`config.mk`:
```
export PLATFORM = sky130hd
export DESIGN_NAME = sar_adc_sequencer
export DESIGN_NICKNAME = d
export VERILOG_FILES = /design/src/hw/sar_adc_pkg.sv /design/src/hw/sar_ctrl_if.sv /design/src/hw/step_divider.sv /design/src/hw/sar_core.sv /design/src/hw/sar_adc_sequencer.sv
export SDC_FILE = /design/constraint.sdc
export NUM_CORES = 1
export LEC_CHECK = 0
export BUFFER_PORTS_ARGS = -buffer_cell sky130_fd_sc_hd__buf_2
export CAP_MARGIN = 30
export CORE_ASPECT_RATIO = 0.6
export CORE_MARGIN = 5
export CORE_UTILIZATION = 35
export DETAILED_ROUTE_END_ITERATION = 7
export GPL_TIMING_DRIVEN = 0
export PLACE_DENSITY_LB_ADDON = 0.15
export SYNTH_ARGS = -nofsm -noshare
export SYNTH_HDL_FRONTEND = slang
export SYNTH_SLANG_ARGS = --single-unit
export TNS_END_PERCENT = 30
```
`constraint.sdc`:
```
create_clock -name clk_i -period 2 [get_ports clk_i]
set_input_delay 0.2 -clock clk_i [delete_from_list [all_inputs] [get_ports clk_i]]
set_output_delay 0.2 -clock clk_i [all_outputs]
set_load 0.005 [all_outputs]
```
`src/hw/sar_adc_pkg.sv`:
```
// constants, field layout and state codes of the sar adc sequencer
package sar_adc_pkg;
  localparam int ADDR_W = 10;
  localparam logic [7:0] CTRL_INDEX = 8'hFA;
  localparam logic [7:0] RESULT_INDEX = 8'hFB;
  localparam logic [7:0] IRQ_STATUS_INDEX = 8'hFC;
  localparam logic [7:0] IRQ_MASK_INDEX = 8'hFD;
  localparam int CHAN_LO = 4;
  localparam int EOC_BIT = 3;
  localparam int SPEED_LO = 1;
  localparam int START_BIT = 0;
  localparam logic [1:0] CHAN_RESET = 2'h0;
  localparam logic [1:0] SPEED_RESET = 2'h0;
  localparam logic [1:0] IRQ_RESET = 2'h0;
  localparam int IRQ_DONE_BIT = 0;
  localparam int IRQ_OVERRUN_BIT = 1;
  localparam logic [7:0] SAR_MIDPOINT = 8'h80;
  localparam int RESULT_BITS = 8;
  localparam int SETUP_CLOCKS = 18;
  localparam int CLOCKS_PER_BIT = 4;
  localparam int TOTAL_CLOCKS = SETUP_CLOCKS + CLOCKS_PER_BIT * RESULT_BITS;
  localparam int CLK_PERIOD_PS = 5000;
  localparam logic [4:0] SETUP_LAST = 5'(SETUP_CLOCKS - 1);
  localparam logic [4:0] BIT_LAST = 5'(CLOCKS_PER_BIT - 1);
  typedef enum logic [2:0] {
    ST_IDLE = 3'b001,
    ST_SETUP = 3'b010,
    ST_CONVERT = 3'b100
  } seq_state_type;
endpackage : sar_adc_pkg

```
`src/hw/sar_ctrl_if.sv`:
```
// signals shared by the register side, the step divider and the sequencer core
`timescale 1ns/1ps
interface sar_ctrl_if;
  logic start;
  logic [1:0] speed;
  logic tick;
  logic busy;
  logic done;
  logic [7:0] sar;
  logic [7:0] result;
  modport host (output start, output speed, input busy, input done, input sar, input result);
  modport div (input start, input speed, output tick);
  modport seq (input start, input tick, output busy, output done, output sar, output result);
endinterface : sar_ctrl_if

```
`src/hw/step_divider.sv`:
```
// step tick generator: one tick per clock at speed 00, slower for the other codes
`timescale 1ns/1ps
module step_divider
  import sar_adc_pkg::*;
#(
  parameter int DIV_SPEED1 = 2,
  parameter int DIV_SPEED2 = 4,
  parameter int DIV_SPEED3 = 8
) (
  input wire logic clk_i,
  input wire logic rst_n_i,
  sar_ctrl_if.div ctl
);
  logic [7:0] cnt_q;
  logic [7:0] limit;

  initial begin
    if (DIV_SPEED1 < 1 || DIV_SPEED2 < 1 || DIV_SPEED3 < 1 ||
        DIV_SPEED1 > 255 || DIV_SPEED2 > 255 || DIV_SPEED3 > 255) begin
      $error("step_divider: divide ratios must lie in 1..255");
    end
  end

  always_comb begin
    unique case (ctl.speed)
      2'h0: limit = 8'h01;
      2'h1: limit = 8'(DIV_SPEED1);
      2'h2: limit = 8'(DIV_SPEED2);
      default: limit = 8'(DIV_SPEED3);
    endcase
  end

  assign ctl.tick = (cnt_q == limit - 8'h01);

  // restart on start so the first tick of a run is a full period away
  always_ff @(posedge clk_i or negedge rst_n_i) begin
    if (!rst_n_i) begin
      cnt_q <= 8'h00;
    end else if (ctl.start || ctl.tick) begin
      cnt_q <= 8'h00;
    end else begin
      cnt_q <= cnt_q + 8'h01;
    end
  end
endmodule : step_divider

```
`src/hw/sar_core.sv`:
```
// successive approximation sequencer: setup phase, eight bit decisions, result load
`timescale 1ns/1ps
module sar_core
  import sar_adc_pkg::*;
(
  input wire logic clk_i,
  input wire logic rst_n_i,
  input wire logic comp_above_i,
  sar_ctrl_if.seq ctl
);
  seq_state_type state_q;
  logic [4:0] cnt_q;
  logic [2:0] bit_q;
  logic [7:0] sar_q;
  logic [7:0] sar_d;
  logic [7:0] result_q;
  logic done_q;

  // keep the bit when the input is at or above the trial level, then try the next lower
  always_comb begin
    sar_d = sar_q;
    sar_d[bit_q] = comp_above_i;
    if (bit_q != 3'h0) begin
      sar_d[bit_q - 3'h1] = 1'b1;
    end
  end

  always_ff @(posedge clk_i or negedge rst_n_i) begin
    if (!rst_n_i) begin
      state_q <= ST_IDLE;
      cnt_q <= 5'h00;
      bit_q <= 3'h7;
      sar_q <= SAR_MIDPOINT;
    end else begin
      unique case (state_q)
        ST_IDLE: begin
          if (ctl.start) begin
            state_q <= ST_SETUP;
            cnt_q <= 5'h00;
            bit_q <= 3'(RESULT_BITS - 1);
            sar_q <= SAR_MIDPOINT;
          end
        end
        ST_SETUP: begin
          if (ctl.tick) begin
            if (cnt_q == SETUP_LAST) begin
              state_q <= ST_CONVERT;
              cnt_q <= 5'h00;
            end else begin
              cnt_q <= cnt_q + 5'h01;
            end
          end
        end
        ST_CONVERT: begin
          if (ctl.tick) begin
            if (cnt_q == BIT_LAST) begin
              cnt_q <= 5'h00;
              sar_q <= sar_d;
              if (bit_q == 3'h0) begin
                state_q <= ST_IDLE;
              end else begin
                bit_q <= bit_q - 3'h1;
              end
            end else begin
              cnt_q <= cnt_q + 5'h01;
            end
          end
        end
        default: state_q <= ST_IDLE;
      endcase
    end
  end

  // result register loaded only on completion, overwriting any unread value
  always_ff @(posedge clk_i or negedge rst_n_i) begin
    if (!rst_n_i) begin
      result_q <= 8'h00;
      done_q <= 1'b0;
    end else begin
      done_q <= 1'b0;
      if (state_q == ST_CONVERT && ctl.tick && cnt_q == BIT_LAST && bit_q == 3'h0) begin
        result_q <= sar_d;
        done_q <= 1'b1;
      end
    end
  end

  assign ctl.busy = (state_q != ST_IDLE);
  assign ctl.done = done_q;
  assign ctl.sar = sar_q;
  assign ctl.result = result_q;
endmodule : sar_core

```
`src/hw/sar_adc_sequencer.sv`:
```
// top of the sar adc sequencer: avalon slave, control and result registers, interrupt
//
// Chosen here: the Avalon-MM interface to the registers.
`timescale 1ns/1ps
module sar_adc_sequencer
  import sar_adc_pkg::*;
#(
  parameter int DIV_SPEED1 = 2,
  parameter int DIV_SPEED2 = 4,
  parameter int DIV_SPEED3 = 8
) (
  input wire logic clk_i,
  input wire logic reset_n_i,
  input wire logic [ADDR_W-1:0] avs_address_i,
  input wire logic avs_read_i,
  input wire logic avs_write_i,
  input wire logic [31:0] avs_writedata_i,
  input wire logic [3:0] avs_byteenable_i,
  output logic [31:0] avs_readdata_o,
  output logic avs_waitrequest_o,
  input wire logic comp_above_i,
  output logic [7:0] dac_code_o,
  output logic [1:0] channel_sel_o,
  output logic converting_o,
  output logic irq_o
);
  logic rst_meta_q;
  logic rst_n_q;
  logic ack_q;
  logic [31:0] rdata_q;
  logic [1:0] chan_q;
  logic [1:0] conv_chan_q;
  logic [1:0] speed_q;
  logic eoc_q;
  logic start_q;
  logic unread_q;
  logic [1:0] irq_status_q;
  logic [1:0] irq_mask_q;
  logic comp_s1_q;
  logic comp_s2_q;
  logic comp_s3_q;
  logic comp_q;
  logic comp_filt;
  logic req;
  logic wr_take;
  logic rd_take;
  logic wr_ctrl;
  logic wr_status;
  logic wr_mask;
  logic [7:0] ctrl_view;
  logic [7:0] rd_mux;

  sar_ctrl_if ctl ();

  function automatic logic hit(input logic [ADDR_W-1:0] addr, input logic [7:0] index);
    hit = (addr == {index, 2'b00});
  endfunction : hit

  // release of the asynchronous reset is retimed to the clock
  always_ff @(posedge clk_i or negedge reset_n_i) begin
    if (!reset_n_i) begin
      rst_meta_q <= 1'b0;
      rst_n_q <= 1'b0;
    end else begin
      rst_meta_q <= 1'b1;
      rst_n_q <= rst_meta_q;
    end
  end

  // comparator is analog and asynchronous; a change counts once stages two and three agree
  always_ff @(posedge clk_i or negedge rst_n_q) begin
    if (!rst_n_q) begin
      comp_s1_q <= 1'b0;
      comp_s2_q <= 1'b0;
      comp_s3_q <= 1'b0;
      comp_q <= 1'b0;
    end else begin
      comp_s1_q <= comp_above_i;
      comp_s2_q <= comp_s1_q;
      comp_s3_q <= comp_s2_q;
      if (comp_s2_q == comp_s3_q) begin
        comp_q <= comp_s3_q;
      end
    end
  end

  // agreed value passes without a further flop: a fourth stage would miss the 4-clock bit step
  assign comp_filt = (comp_s2_q == comp_s3_q) ? comp_s3_q : comp_q;

  // every access waits exactly one cycle; read data is captured in that cycle
  assign req = avs_read_i | avs_write_i;
  assign avs_waitrequest_o = req & ~ack_q;
  assign wr_take = avs_write_i & ack_q & avs_byteenable_i[0];
  assign rd_take = avs_read_i & ack_q;
  assign wr_ctrl = wr_take & hit(avs_address_i, CTRL_INDEX);
  assign wr_status = wr_take & hit(avs_address_i, IRQ_STATUS_INDEX);
  assign wr_mask = wr_take & hit(avs_address_i, IRQ_MASK_INDEX);

  always_ff @(posedge clk_i or negedge rst_n_q) begin
    if (!rst_n_q) begin
      ack_q <= 1'b0;
    end else begin
      ack_q <= req & ~ack_q;
    end
  end

  // start bit reads back as one while a conversion runs
  assign ctrl_view = {2'b00, chan_q, eoc_q, speed_q, ctl.busy};

  always_comb begin
    rd_mux = 8'h00;
    if (hit(avs_address_i, CTRL_INDEX)) begin
      rd_mux = ctrl_view;
    end else if (hit(avs_address_i, RESULT_INDEX)) begin
      rd_mux = ctl.result;
    end else if (hit(avs_address_i, IRQ_STATUS_INDEX)) begin
      rd_mux = {6'h00, irq_status_q};
    end else if (hit(avs_address_i, IRQ_MASK_INDEX)) begin
      rd_mux = {6'h00, irq_mask_q};
    end
  end

  always_ff @(posedge clk_i or negedge rst_n_q) begin
    if (!rst_n_q) begin
      rdata_q <= 32'h0000_0000;
    end else if (avs_read_i & ~ack_q) begin
      rdata_q <= {24'h00_0000, rd_mux};
    end
  end

  assign avs_readdata_o = rdata_q;

  // channel and speed fields; only bits 5-4 and 2-1 are stored
  always_ff @(posedge clk_i or negedge rst_n_q) begin
    if (!rst_n_q) begin
      chan_q <= CHAN_RESET;
      speed_q <= SPEED_RESET;
    end else if (wr_ctrl) begin
      chan_q <= avs_writedata_i[CHAN_LO +: 2];
      speed_q <= avs_writedata_i[SPEED_LO +: 2];
    end
  end

  // the channel is frozen for the whole run: no sample-and-hold, so it must not move
  always_ff @(posedge clk_i or negedge rst_n_q) begin
    if (!rst_n_q) begin
      conv_chan_q <= CHAN_RESET;
    end else if (wr_ctrl && !ctl.busy) begin
      conv_chan_q <= avs_writedata_i[CHAN_LO +: 2];
    end else if (!ctl.busy && !start_q) begin
      conv_chan_q <= chan_q;
    end
  end

  // a start written during a run is ignored
  always_ff @(posedge clk_i or negedge rst_n_q) begin
    if (!rst_n_q) begin
      start_q <= 1'b0;
    end else begin
      start_q <= wr_ctrl & avs_writedata_i[START_BIT] & ~ctl.busy & ~start_q;
    end
  end

  // completion sets the flag and wins over a clear in the same cycle
  always_ff @(posedge clk_i or negedge rst_n_q) begin
    if (!rst_n_q) begin
      eoc_q <= 1'b0;
    end else if (ctl.done) begin
      eoc_q <= 1'b1;
    end else if (start_q) begin
      eoc_q <= 1'b0;
    end
  end

  // unread result tracking feeds the overrun event
  always_ff @(posedge clk_i or negedge rst_n_q) begin
    if (!rst_n_q) begin
      unread_q <= 1'b0;
    end else if (ctl.done) begin
      unread_q <= 1'b1;
    end else if (rd_take && hit(avs_address_i, RESULT_INDEX)) begin
      unread_q <= 1'b0;
    end
  end

  // sticky events, write one to clear, a new event beats the clear
  always_ff @(posedge clk_i or negedge rst_n_q) begin
    if (!rst_n_q) begin
      irq_status_q <= IRQ_RESET;
    end else begin
      irq_status_q[IRQ_DONE_BIT] <= ctl.done |
        (irq_status_q[IRQ_DONE_BIT] & ~(wr_status & avs_writedata_i[IRQ_DONE_BIT]));
      irq_status_q[IRQ_OVERRUN_BIT] <= (ctl.done & unread_q) |
        (irq_status_q[IRQ_OVERRUN_BIT] & ~(wr_status & avs_writedata_i[IRQ_OVERRUN_BIT]));
    end
  end

  always_ff @(posedge clk_i or negedge rst_n_q) begin
    if (!rst_n_q) begin
      irq_mask_q <= IRQ_RESET;
    end else if (wr_mask) begin
      irq_mask_q <= avs_writedata_i[1:0];
    end
  end

  assign irq_o = |(irq_status_q & irq_mask_q);

  assign ctl.start = start_q;
  assign ctl.speed = speed_q;

  step_divider #(
    .DIV_SPEED1(DIV_SPEED1),
    .DIV_SPEED2(DIV_SPEED2),
    .DIV_SPEED3(DIV_SPEED3)
  ) u_div (
    .clk_i(clk_i),
    .rst_n_i(rst_n_q),
    .ctl(ctl.div)
  );

  sar_core u_core (
    .clk_i(clk_i),
    .rst_n_i(rst_n_q),
    .comp_above_i(comp_filt),
    .ctl(ctl.seq)
  );

  assign dac_code_o = ctl.sar;
  assign channel_sel_o = conv_chan_q;
  assign converting_o = ctl.busy;
endmodule : sar_adc_sequencer

```
# ---- Yosys cells after proc, flatten, opt, wreduce, memory -nomap -nowiden
# Index checks and enable logic that the tools add are counted.
dict set report totals {
  regBits 64
  in_bits 51
  out_inout_bits 45
  word_cells 144
}
dict set report op_classes {
  n_addsub 4
  order_cmp 4
  n_eq_ne 21
  mux 42
  bitwise_logic 26
  reduce_logical 24
}
# operator n
set op_table {}
lappend op_table {{$mux W8} 7}
lappend op_table {{$eq A10 B10 Y1 const B} 4}
lappend op_table {{$mux W3} 10}
lappend op_table {{$mux W5} 5}
lappend op_table {{$and A1 B1 Y1} 16}
lappend op_table {{$pmux W8 S2} 1}
lappend op_table {{$pmux W5 S3} 1}
lappend op_table {{$pmux W4 S3} 1}
lappend op_table {{$ne A2 B1 Y1 const B} 5}
lappend op_table {{$pmux W3 S3} 1}
lappend op_table {{$add A8 B1 Y8 const B} 1}
lappend op_table {{$bwmux W8} 1}
lappend op_table {{$eq A8 B8 Y1} 1}
lappend op_table {{$logic_and A1 B1 Y1} 8}
lappend op_table {{$lt A3 B4 Y1 const B} 2}
lappend op_table {{$mux W1} 8}
lappend op_table {{$mux W2} 4}
lappend op_table {{$or A8 B8 Y8} 1}
lappend op_table {{$reduce_and A4 Y1} 2}
lappend op_table {{$reduce_bool A2 Y1} 4}
lappend op_table {{$demux W1 S3} 2}
lappend op_table {{$ge A3 B1 Y1 const B} 2}
lappend op_table {{$pmux W3 S2} 1}
lappend op_table {{$reduce_and A6 Y1} 1}
lappend op_table {{other kinds (23)} 32}

# ---- Longest topological paths before layout
# Gate-level depths: netlist of the first run.
dict set report depth {
  word_depth 10
  depth_mapped 8
  mapped_depth_nobuf 7
}

# ---- By module
# A second synthesis of the first run with hierarchy kept.
dict set report unflattened {
  cells_unflattened 320
  area_unflattened_um2 3415.8
}
# mod n_inst cells_per_inst area_per_inst_um2
set modules_own_cells {}
lappend modules_own_cells {sar_core 1 149 1589.0}
lappend modules_own_cells {sar_adc_sequencer 1 128 1390.1}
lappend modules_own_cells {step_divider 1 43 436.7}

# ---- Worst setup path after synthesis of the first run
# No wires, ideal clock.
dict set report synth_path {
  path_type {reg-to-reg}
  start {register u_core.bit_q[0]}
  end {register u_core.result_q[4], in the netlist u_core.ctl.result[4]}
  arrival_ns 1.924
  required_time_ns 1.916
  slack_ns -0.008
  path_stages_with_launch 8
  path_buffers 0
  period_less_slack_ns 2.008
  cell_sequence {dfstp_2 clkinv_1 ha_1 or3b_2 a21boi_0 o21ai_0 o21a_1 o21ai_0}
}
dict set report synth_between {
  elab_chain_len 7
  elab_cells_between_ends 17
}
# element line
set synth_rtl {}
lappend synth_rtl {{start, declared} sar_core.sv:13} ;# logic [2:0] bit_q;
lappend synth_rtl {{start signal, assigned} sar_core.sv:40} ;# bit_q <= 3'(RESULT_BITS - 1);
lappend synth_rtl {{start signal, assigned} sar_core.sv:62} ;# bit_q <= bit_q - 3'h1;
lappend synth_rtl {{$sub A3 B1 Y3 (tied with other cells)} sar_core.sv:24} ;# sar_d[bit_q - 3'h1] = 1'b1;
lappend synth_rtl {{$lt A3 B4 Y1 (not written as such) (tied with other cells)} sar_core.sv:24}
lappend synth_rtl {{$logic_and A1 B1 Y1 (not written as such) or $mux W1 (tied branches)} {sar_core.sv:24, sar_core.sv:22}}
lappend synth_rtl {{$mux W1 (not written as such) or $demux W1 S3 (tied branches)} -}
lappend synth_rtl {{$demux W1 S3 or $bwmux W8 (tied branches)} -}
lappend synth_rtl {{$or A8 B8 Y8 (no line)} -}
lappend synth_rtl {{$mux W8} sar_core.sv:23} ;# if (bit_q != 3'h0) begin
lappend synth_rtl {{end signal, assigned} sar_core.sv:82} ;# result_q <= sar_d;
lappend synth_rtl {{end, declared} sar_core.sv:16} ;# logic [7:0] result_q;
# Several ways; a longest one is shown, not always the timed one.
# A chain may end at the register's enable or synchronous reset.

# ---- Worst setup path in the final report of the first run
dict set report layout_path {
  start {register u_core.bit_q[0]}
  end {register u_core.result_q[6], in the netlist u_core.ctl.result[6]}
}
# The elaborated chain is that of the path after synthesis.

==> impl_metrics.csv, run 1 <==
group,metric,value,unit
timing,min_period_over_period,0.9811,
setup_path,path_common_cell,"o21ai_0",
floorplanning,ioPinCount,96,
setup_path,worstPathArrival,2.21,ns
synthesis,ys_warn_count,0,
setup_path,path_class,"reg -> reg",
timing,setup_tns,0,ns
setup_path,cpMaxStageDelayCell,"dfstp_2",
synthesis,synth_ff_type,"dfrtp_1",
grt,grt_overflow,0,
clocking,cts_tree,"built",
final_layout,antennaDiodeCount,0,
timing,grt_setup_unrepaired,"yes",
synthesis,synth_edf_count,0,
timing,hold_viol,0,
synthesis,ys_ff_latch,64,
setup_path,cp-start-kind,"register",
grt,grt_max_degree,63,
timing,setup_viol_count_final,0,
timing,worst_pin_slew,0.7992,ns
final_layout,finalNonFillerCells,582,
clocking,htreeDepth,3,
power_and_ir_drop,irDropWorstVdd,0.3949,mV
route,routedWlPerCell,14.47,um
clocking,cts.sinks,64,
grt,antenna_found_initial,0,
route,vias_per_cell,4.739,
route,vias,2758,
floorplanning,fp.dieH,86.37,um
power_and_ir_drop,pwr_density_cell,692.7,nW/um2
run_status,status,"finished, final reports clean",
setup_path,slowest_delay,0.56,ns
power_and_ir_drop,power.leakage,2.185,nW
route,firstDrtPassIters,4,
final_layout,final_layout_size_suffix_gt1_frac,0.3407,
synthesis,ys_types,59,
timing,finalCriticalPeriod,1.962,ns
placed_design,place_hpwl,5953,um
clocking,clockRootBuffer,"clkbuf_16",
clocking,clk_pin_slew_worst_paths,0.05,ns
synthesis,synthArstFlopShare,1.000,
synthesis,avgSynthCellArea,9.748,um2
timing,skew,0.006320,ns
synthesis,yosysSeqAreaShare,0.4726,
floorplanning,dieArea,11860,um2
placed_design,placed_area,3861,um2
clocking,insertion_delay,0.34,ns
setup_path,worst-path-max-fanout,7,
grt,grt.total_usage,0.1440,
final_layout,area_growth,31.37,%
placed_design,numPortBuffers,41,
grt,grt_pass1_vias,2515,
timing,worst_slew_margin_rel,0.4672,
clocking,cts-buffers-inserted,9,
worst_hold_path,hold_path_class,"in -> reg",
setup_path,endpoint_kind,"register",
setup_path,cp.required,2.25,ns
synthesis,synthCells,349,
final_layout,fin_area,4469,um2
setup_path,path_cells,"clkinv_4 -> ha_2 -> or3b_4 -> a21oi_4 -> o21ai_0 -> o21a_1 -> o21ai_0",
synthesis,syn_area,3402,um2
job,maxCapViolCount,0,
floorplanning,row_count,27,
clocking,clock_path_buffers,2,
floorplanning,fp.dieW,137.3,um
route,drt_iter0_markers,161,
placed_design,gp_congestion,0.7852,
floorplanning,start_util,0.3649,
timing,final_max_slew_viol_count,0,
timing,holdWs,0.1039,ns
grt,grt_pass1_wl,13130,um
route,ant_nets,0,
timing,fmax,0.5097,GHz
placed_design,dp.cells,543,
final_layout,nNetsFinal,503,
route,drcViolationCount,0,
route,routed_wl,8422,um
floorplanning,core_area,9324,um2
kinds of logic (layout without fill, tap and decap cells):
logic type / count (synthesis) / after routing / share of synthesized area
DFF: 64 / 64 / 0.4726
AOI/OAI and AO/OA: 81 / 81 / 0.1567
other: 2 / 25 / 0.002208
xor gates and xnor gates: 7 / 7 / 0.01802
and+or+nand+nor: 133 / 134 / 0.2012
muxes: 18 / 18 / 0.05627
adders and majority gates: 6 / 6 / 0.02133
buffers and inverters: 38 / 117 / 0.07172
worst max-delay path, delay by kind of cell, from the launching register on:
family | cells | cell delay (ns)
DFF | 1 | 0.56
adders and majority gates | 1 | 0.21
buffers and inverters | 1 | 0.08
and+or+nand+nor | 1 | 0.45
AOI/OAI and AO/OA | 4 | 0.58
final cells by class:
type,instances,area (um2)
plain buffers,31,222.7
flip-flops and latches,64,1612
fillers,885,4855
well taps,130,162.7
clock buffers,13,270.3
multi-input cells,271,1755
clock inverters,3,15.01
inverters,7,33.78
repair buffers,63,397.9
final timing paths:
| kind | startpoint | end | slack (ns) | cells past startpoint |
|---|---|---|---|---|
| min reg2reg | comp_s1_q | comp_s2_q | 0.35 | 0 |
| min | avs_writedata_i[2] | ctl.speed[1] | 0.10 | 2 |
| max in group asynchronous | rst_n_q | avs_readdata_o[4] | 1.05 | 0 |
| max reg2reg | u_core.bit_q[0] | u_core.ctl.result[6] | 0.04 | 7 |
| min in group asynchronous | reset_n_i | rst_n_q | 0.16 | 2 |
| max | u_core.bit_q[0] | u_core.ctl.result[6] | 0.04 | 7 |
where the power goes:
group          internal [mW]  switching [mW]
sequential              1.32          0.0434
combinational          0.123           0.132
clock                  0.933           0.550
sequential cells by signal, summed over array words and instances, names as in the netlist, 3 cells and up:
name               flops
u_core.ctl.result      8
u_core.state_q         3
u_div.cnt_q            8
u_core.cnt_q           5
u_core.ctl.sar         8
u_core.bit_q           3
avs_readdata_o         8
metrics by stage:
step / total power [mW] / setup WS [ns] / util
finish: 3.096 / 0.03789 / 0.4793
global route: 3.236 / -0.01208 / 0.4793
CTS: 3.093 / -0.007198 / 0.4614
detailed placement: 1.583 / -0.3084 / 0.4141
global placement: 1.583 / -0.7501 / 0.4137
floorplan: 1.514 / 0.002252 / -
Yosys cell counts, drive strengths merged (9+ instances only):
cell / count / area share
dfrtp: 59 / 0.43
nor2: 27 / 0.030
mux2: 9 / 0.030
nand2: 39 / 0.043
mux2i: 9 / 0.026
buf: 28 / 0.061
a21oi: 10 / 0.015
nand3: 25 / 0.037
o21ai: 37 / 0.054
what timing repair did:
action	4_1_cts	5_1_grt
hold endpoints to repair	3	0
endpoints found under the setup margin	33	26
gates cloned	2	1
resized for setup	20	18
hold buffers	2	0
buffers inserted	4	14
pin swaps	3	9
cell usage in the layout, fill, tap and decap left out, types with 6 or more instances in the layout:
| master | Yosys | final |
|---|---|---|
| dfrtp_1 | 59 | 58 |
| buf_2 | 0 | 42 |
| buf_4 | 25 | 41 |
| nand2_1 | 39 | 39 |
| conb_1 | 2 | 25 |
| nand3_1 | 25 | 24 |
| nor2_1 | 27 | 24 |
| o21ai_0 | 27 | 22 |
| o21ai_1 | 10 | 15 |
| mux2i_1 | 9 | 9 |
| mux2_2 | 9 | 9 |
| clkbuf_16 | 0 | 9 |
| a21oi_1 | 10 | 7 |
| xor2_1 | 6 | 6 |
| and3_1 | 6 | 6 |
| nand2b_1 | 6 | 6 |
per-layer routing:
metal  track usage  wire, um
met3       0.05684       474
met2        0.1992      3589
met1        0.2109      4290
met5             0         0
met4       0.02989        67
Power figures use the tool's default switching activity.
==> run 2, diff against run 1 <==
==> constraint.sdc (replaced) <==
create_clock -name clk_i -period 2.3 [get_ports clk_i]
set_input_delay 0.23 -clock clk_i [delete_from_list [all_inputs] [get_ports clk_i]]
set_output_delay 0.23 -clock clk_i [all_outputs]
set_load 0.005 [all_outputs]
==> run 2 against run 1 <==
Compared with the run above: clock power down 16%; setup slack improved by 0.061 ns; fmax is 11% lower; first-iteration DRC count increased by 5.0%; sequential power decreased by 13%; count of clock-buffer cells in the layout decreased by 1; critical path type unchanged; critical endpoint is now u_core.ctl.result[4]; largest cell class unchanged.
==> impl_metrics.csv, run 2 (same netlist as run 1, synthesis figures left out) <==
group,metric,value,unit
final_layout,layout_commonest_cell,"dfrtp_1",
setup_path,cp-start-kind,"register",
timing,min_period_over_period,0.9572,
placed_design,place_hpwl,5904,um
floorplanning,row_count,27,
final_layout,finalNonFillerCells,561,
power_and_ir_drop,power.leakage,2.046,nW
final_layout,final_layout_size_suffix_gt1_frac,0.2807,
clocking,cts.sinks,64,
final_layout,antennaDiodeCount,0,
final_layout,multi_input_area,1668,um2
route,vias,2671,
final_layout,area_growth,23.83,%
setup_path,reg2reg_to,"u_core.ctl.result[4]",
final_layout,regArea,1612,um2
clocking,clock_path_buffers,2,
floorplanning,fp.dieW,137.3,um
clocking,cts-buffers-inserted,9,
placed_design,gp_congestion,0.7873,
clocking,clockRootBuffer,"clkbuf_16",
grt,grt.total_usage,0.1423,
power_and_ir_drop,pwr_density_cell,621.1,nW/um2
final_layout,fin_area,4213,um2
worst_hold_path,holdPathEnd,"ctl.speed[1]",
clocking,clk_pin_slew_worst_paths,0.05,ns
timing,grt_setup_unrepaired,"yes",
floorplanning,core_area,9324,um2
placed_design,numPortBuffers,41,
clocking,insertion_delay,0.32,ns
final_layout,final_cell_mix,"dfrtp_1, buf_2, nand2_1, o21ai_0, nor2_1",
floorplanning,fp.dieH,86.37,um
timing,worst_pin_slew,0.8101,ns
floorplanning,start_util,0.3649,
floorplanning,ioPinCount,96,
setup_path,path_class,"reg -> reg",
route,routed_wl,7923,um
grt,antenna_found_initial,0,
setup_path,r2r_setup_slack,0.1,ns
timing,hold_viol,0,
power_and_ir_drop,irDropWorstVdd,0.3485,mV
setup_path,endpoint_kind,"register",
worst_hold_path,whs_path_depth,2,
route,vias_per_cell,4.761,
floorplanning,dieArea,11860,um2
route,drt_iter0_markers,169,
setup_path,r2r_start,"u_core.bit_q[0]",
route,firstDrtPassIters,4,
clocking,cts_tree,"built",
worst_hold_path,hold_path_class,"in -> reg",
timing,worst_slew_margin_rel,0.4599,
grt,grt_pass1_vias,2446,
job,maxCapViolCount,0,
route,ant_nets,0,
timing,holdWs,0.1349,ns
timing,fmax,0.4542,GHz
timing,setup_viol_count_final,0,
setup_path,cp.required,2.54,ns
setup_path,r2r_cells,7,
timing,final_max_slew_viol_count,0,
timing,finalCriticalPeriod,2.201,ns
worst_hold_path,hp-start,"avs_writedata_i[2]",
grt,grt_overflow,0,
placed_design,dp.cells,543,
route,routedWlPerCell,14.12,um
clocking,htreeDepth,3,
run_status,status,"finished, final reports clean",
route,drcViolationCount,0,
grt,grt_pass1_wl,13000,um
setup_path,worstPathArrival,2.44,ns
setup_path,worst-path-max-fanout,9,
final_layout,n_fill_cell,920,
timing,skew,0.004702,ns
placed_design,placed_area,3860,um2
final_layout,nNetsFinal,483,
grt,grt_max_degree,63,
[run 2: worst max-delay path by stage]
stage | cells after the start | slack [ns] | to | startpoint
final | 7 | 0.1 | u_core.ctl.result[4] | u_core.bit_q[0]
after global routing | 7 | -0.02 | u_core.ctl.result[7] | u_core.bit_q[0]
after CTS | 6 | 0.04 | u_core.ctl.result[4] | u_div.cnt_q[5]
after detailed placement | 7 | -0.11 | u_core.ctl.result[4] | u_core.bit_q[0]
after global placement | 0 | -0.45 | u_core.ctl.sar[5] | rst_n_q
after floorplan | 7 | 0.29 | u_core.ctl.result[4] | u_core.bit_q[0]
[run 2: repair_timing]
item / CTS / global route
buffers inserted: 0 / 1
endpoints found under the setup margin: 3 / 15
cloned: 0 / 0
hold buffers: 2 / 0
hold endpoints to repair: 3 / 0
pin swaps: 0 / 2
gates resized for setup: 3 / 7
[run 2: layout make-up]
cell class / count / share of cell area
buffer: 31 / 0.05257
timing repair buffer: 44 / 0.05821
tap: 130 / 0.03861
clock buffer: 12 / 0.06089
inverter: 7 / 0.007128
clock inverter: 3 / 0.004158
multi-input combinational: 270 / 0.3959
sequential: 64 / 0.3825
[run 2: report_power, final]
group / switching (mW) / internal (mW)
clock: 0.470 / 0.777
sequential: 0.0380 / 1.14
combinational: 0.103 / 0.0845
[run 2: metal layers]
layer  routed length [um]  global-route usage  vias to the layer above
li1                     -                   -                     1346
met2                 3278              0.1854                       36
met3                  355             0.04814                        4
met5                    0                   0                        -
met1                 4249              0.2186                     1285
met4                   40             0.04076                        0
[run 2: metrics by stage]
stage	setup TNS, ns	setup slack [ns]	utilization	power [mW]
final	0	0.09852	0.4518	2.616
after global routing	-0.07377	-0.02015	0.4518	2.737
after CTS	0	0.03694	0.4462	2.647
after detailed placement	-0.1980	-0.1137	0.4140	1.379
after global placement	-25.44	-0.4497	0.4136	1.376
after floorplan	0	0.2917	-	1.317
[run 2: critical path: stages, from the launching register on]
cell,delay (ns)
dfstp_2,0.56
clkinvlp_4,0.17
ha_1,0.26
or3b_2,0.49
a21boi_2,0.22
o21ai_0,0.10
o21a_1,0.15
o21ai_0,0.15
==> run 3, diff against run 2 <==
--- a/config.mk
+++ b/config.mk
@@ -5,9 +5,9 @@
 export SDC_FILE = /design/constraint.sdc
 export NUM_CORES = 1
 export LEC_CHECK = 0
-export BUFFER_PORTS_ARGS = -buffer_cell sky130_fd_sc_hd__buf_2
+export BUFFER_PORTS_ARGS = -buffer_cell sky130_fd_sc_hd__buf_4
 export CAP_MARGIN = 30
-export CORE_ASPECT_RATIO = 0.6
+export CORE_ASPECT_RATIO = 0.7
 export CORE_MARGIN = 5
 export CORE_UTILIZATION = 35
 export DETAILED_ROUTE_END_ITERATION = 7
==> run 3 against run 2 <==
Compared with the run above: first-iteration DRC count decreased by 40%; routed wire length increased by 0.83%; fmax increased by 1.4%; register-to-register slack improved by 0.03 ns; count of clock-buffer cells in the layout increased by 1; worst hold slack got worse by 0.0015 ns; clock skew about the same; core utilization increased by 0.53 points; via count increased by 2.0%; combinational power increased by 7%; critical path depth unchanged; largest power group unchanged.
==> impl_metrics.csv, run 3 (same netlist as run 1, synthesis figures left out) <==
group,metric,value,unit
power_and_ir_drop,internal_power,2.300,mW
placed_design,place_hpwl,5849,um
setup_path,slowest_delay,0.66,ns
grt,grt_pass1_wl,13050,um
clocking,cts-buffers-inserted,9,
final_layout,final_layout_size_suffix_gt1_frac,0.2847,
grt,grt_max_degree,63,
worst_hold_path,whs_path_depth,2,
timing,min_period_over_period,0.9440,
floorplanning,start_util,0.3540,
timing,worst_slew_margin_rel,0.4611,
route,vias,2724,
final_layout,regArea,1612,um2
grt,antenna_found_initial,0,
final_layout,antennaDiodeCount,0,
setup_path,worst-path-max-fanout,10,
grt,grt_pass1_vias,2667,
floorplanning,fp.dieW,127.8,um
final_layout,nNetsFinal,484,
timing,fmax,0.4606,GHz
route,ant_nets,0,
floorplanning,core_area,9609,um2
route,routed_wl,7989,um
setup_path,cpMaxStageDelayCell,"or4b_2",
placed_design,gp_congestion,0.7830,
final_layout,layout_commonest_cell,"buf_4",
clocking,htreeDepth,3,
timing,setup_viol_count_final,0,
final_layout,final_cell_mix,"buf_4, dfrtp_1, nand2_1, o21ai_0, nor2_1",
timing,final_max_slew_viol_count,0,
grt,grt_overflow,0,
power_and_ir_drop,power_switching,613.2,uW
setup_path,worstPathArrival,2.37,ns
power_and_ir_drop,irDropWorstVdd,0.4624,mV
power_and_ir_drop,power.leakage,2.101,nW
timing,skew,0.004911,ns
timing,worst_pin_slew,0.8084,ns
run_status,status,"finished, final reports clean",
power_and_ir_drop,p_comb_frac,0.069,
placed_design,numPortBuffers,41,
power_and_ir_drop,clock_power_share,0.525,
route,drcViolationCount,0,
floorplanning,dieArea,11820,um2
floorplanning,row_count,30,
final_layout,area_growth,29.13,%
route,vias_per_cell,4.864,
power_and_ir_drop,seqPwrFrac,0.406,
route,firstDrtPassIters,4,
timing,finalCriticalPeriod,2.171,ns
clocking,clock_path_buffers,2,
grt,grt.total_usage,0.1400,
job,maxCapViolCount,0,
final_layout,multi_input_area,1674,um2
clocking,clk_pin_slew_worst_paths,0.05,ns
final_layout,n_fill_cell,913,
power_and_ir_drop,pwr_density_cell,663.2,nW/um2
clocking,cts.sinks,64,
floorplanning,ioPinCount,96,
route,routedWlPerCell,14.27,um
worst_hold_path,hold_path_class,"in -> reg",
power_and_ir_drop,power,2.913,mW
setup_path,cp.required,2.50,ns
timing,grt_setup_unrepaired,"no",
clocking,cts_tree,"built",
setup_path,r2r_cells,7,
timing,hold_viol,0,
setup_path,path_class,"reg -> reg",
clocking,insertion_delay,0.33,ns
setup_path,cp-start-kind,"register",
clocking,clockRootBuffer,"clkbuf_16",
setup_path,endpoint_kind,"register",
power_and_ir_drop,switching_share,0.2105,
final_layout,finish.utilization,0.4572,
setup_path,path_cells,"ha_2 -> or4b_2 -> inv_1 -> nand4_4 -> buf_6 -> nand3_1 -> o21ai_1",
route,drt_iter0_markers,102,
floorplanning,fp.dieH,92.49,um
[run 3: through the flow]
stage	hold slack, ns	instance area, um2	setup slack, ns	setup TNS (ns)	std cells
4_1_cts	0.1235	4320	0.005579	0	558
2_1_floorplan	-0.06559	3488	0.2917	0	372
6_report	0.1333	4393	0.1288	0	560
3_3_place_gp	0.01193	3956	-0.4402	-24.81	541
5_1_grt	0.1196	4393	0.01547	0	560
3_5_place_dp	0.01347	3960	-0.08303	-0.1244	541
[run 3: layout make-up]
| class | count | share of cell area |
|---|---|---|
| inverter | 7 | 0.006836 |
| timing repair buffer | 45 | 0.08089 |
| clock inverter | 2 | 0.01367 |
| clock buffer | 13 | 0.06380 |
| tap | 128 | 0.03646 |
| buffer | 31 | 0.05041 |
| multi-input combinational | 270 | 0.3811 |
| sequential | 64 | 0.3668 |
[run 3: power by group through the flow]
stage	Clock (mW)	Sequential (mW)	Combinational, mW
floorplan	0	1.19	0.126
global placement	0	1.20	0.186
detailed placement	0	1.20	0.189
CTS	1.56	1.18	0.194
global route	1.61	1.19	0.226
finish	1.53	1.18	0.202
[run 3: path summary, 6_finish.rpt]
| kind | start | end | slack (ns) |
|---|---|---|---|
| worst max-delay path | u_core.cnt_q[0] | u_core.ctl.sar[2] | 0.13 |
| worst min-delay path | avs_writedata_i[2] | ctl.speed[1] | 0.13 |
| min in group asynchronous | reset_n_i | rst_n_q | 0.21 |
| max in group asynchronous | rst_n_q | avs_readdata_o[7] | 1.34 |
| worst min register to register | comp_s1_q | comp_s2_q | 0.35 |
| worst max register to register | u_core.cnt_q[0] | u_core.ctl.sar[2] | 0.13 |
[run 3: routing by layer]
layer  vias up  global-route usage  routed length [um]
met5         -                   0                   0
met4         0             0.04329                 103
met3         9             0.04899                 433
met2        58              0.2108                3502
met1      1316              0.1888                3949
li1       1341                   -                   -
[run 3: worst max-delay path, delay by kind of cell (launching register included)]
kind,cells,cell delay [ns]
and+or+nand+nor,3,0.94
adders and majority gates,1,0.23
AOI/OAI and AO/OA,1,0.07
buffers and inverters,2,0.39
DFF,1,0.41
[run 3: timing repair]
action | 4_1_cts | 5_1_grt
endpoints found under the setup margin | 2 | 16
hold buffers | 2 | 0
gates resized for setup | 1 | 9
buffers inserted | 0 | 2
hold endpoints to repair | 3 | 0
pin swaps | 0 | 1
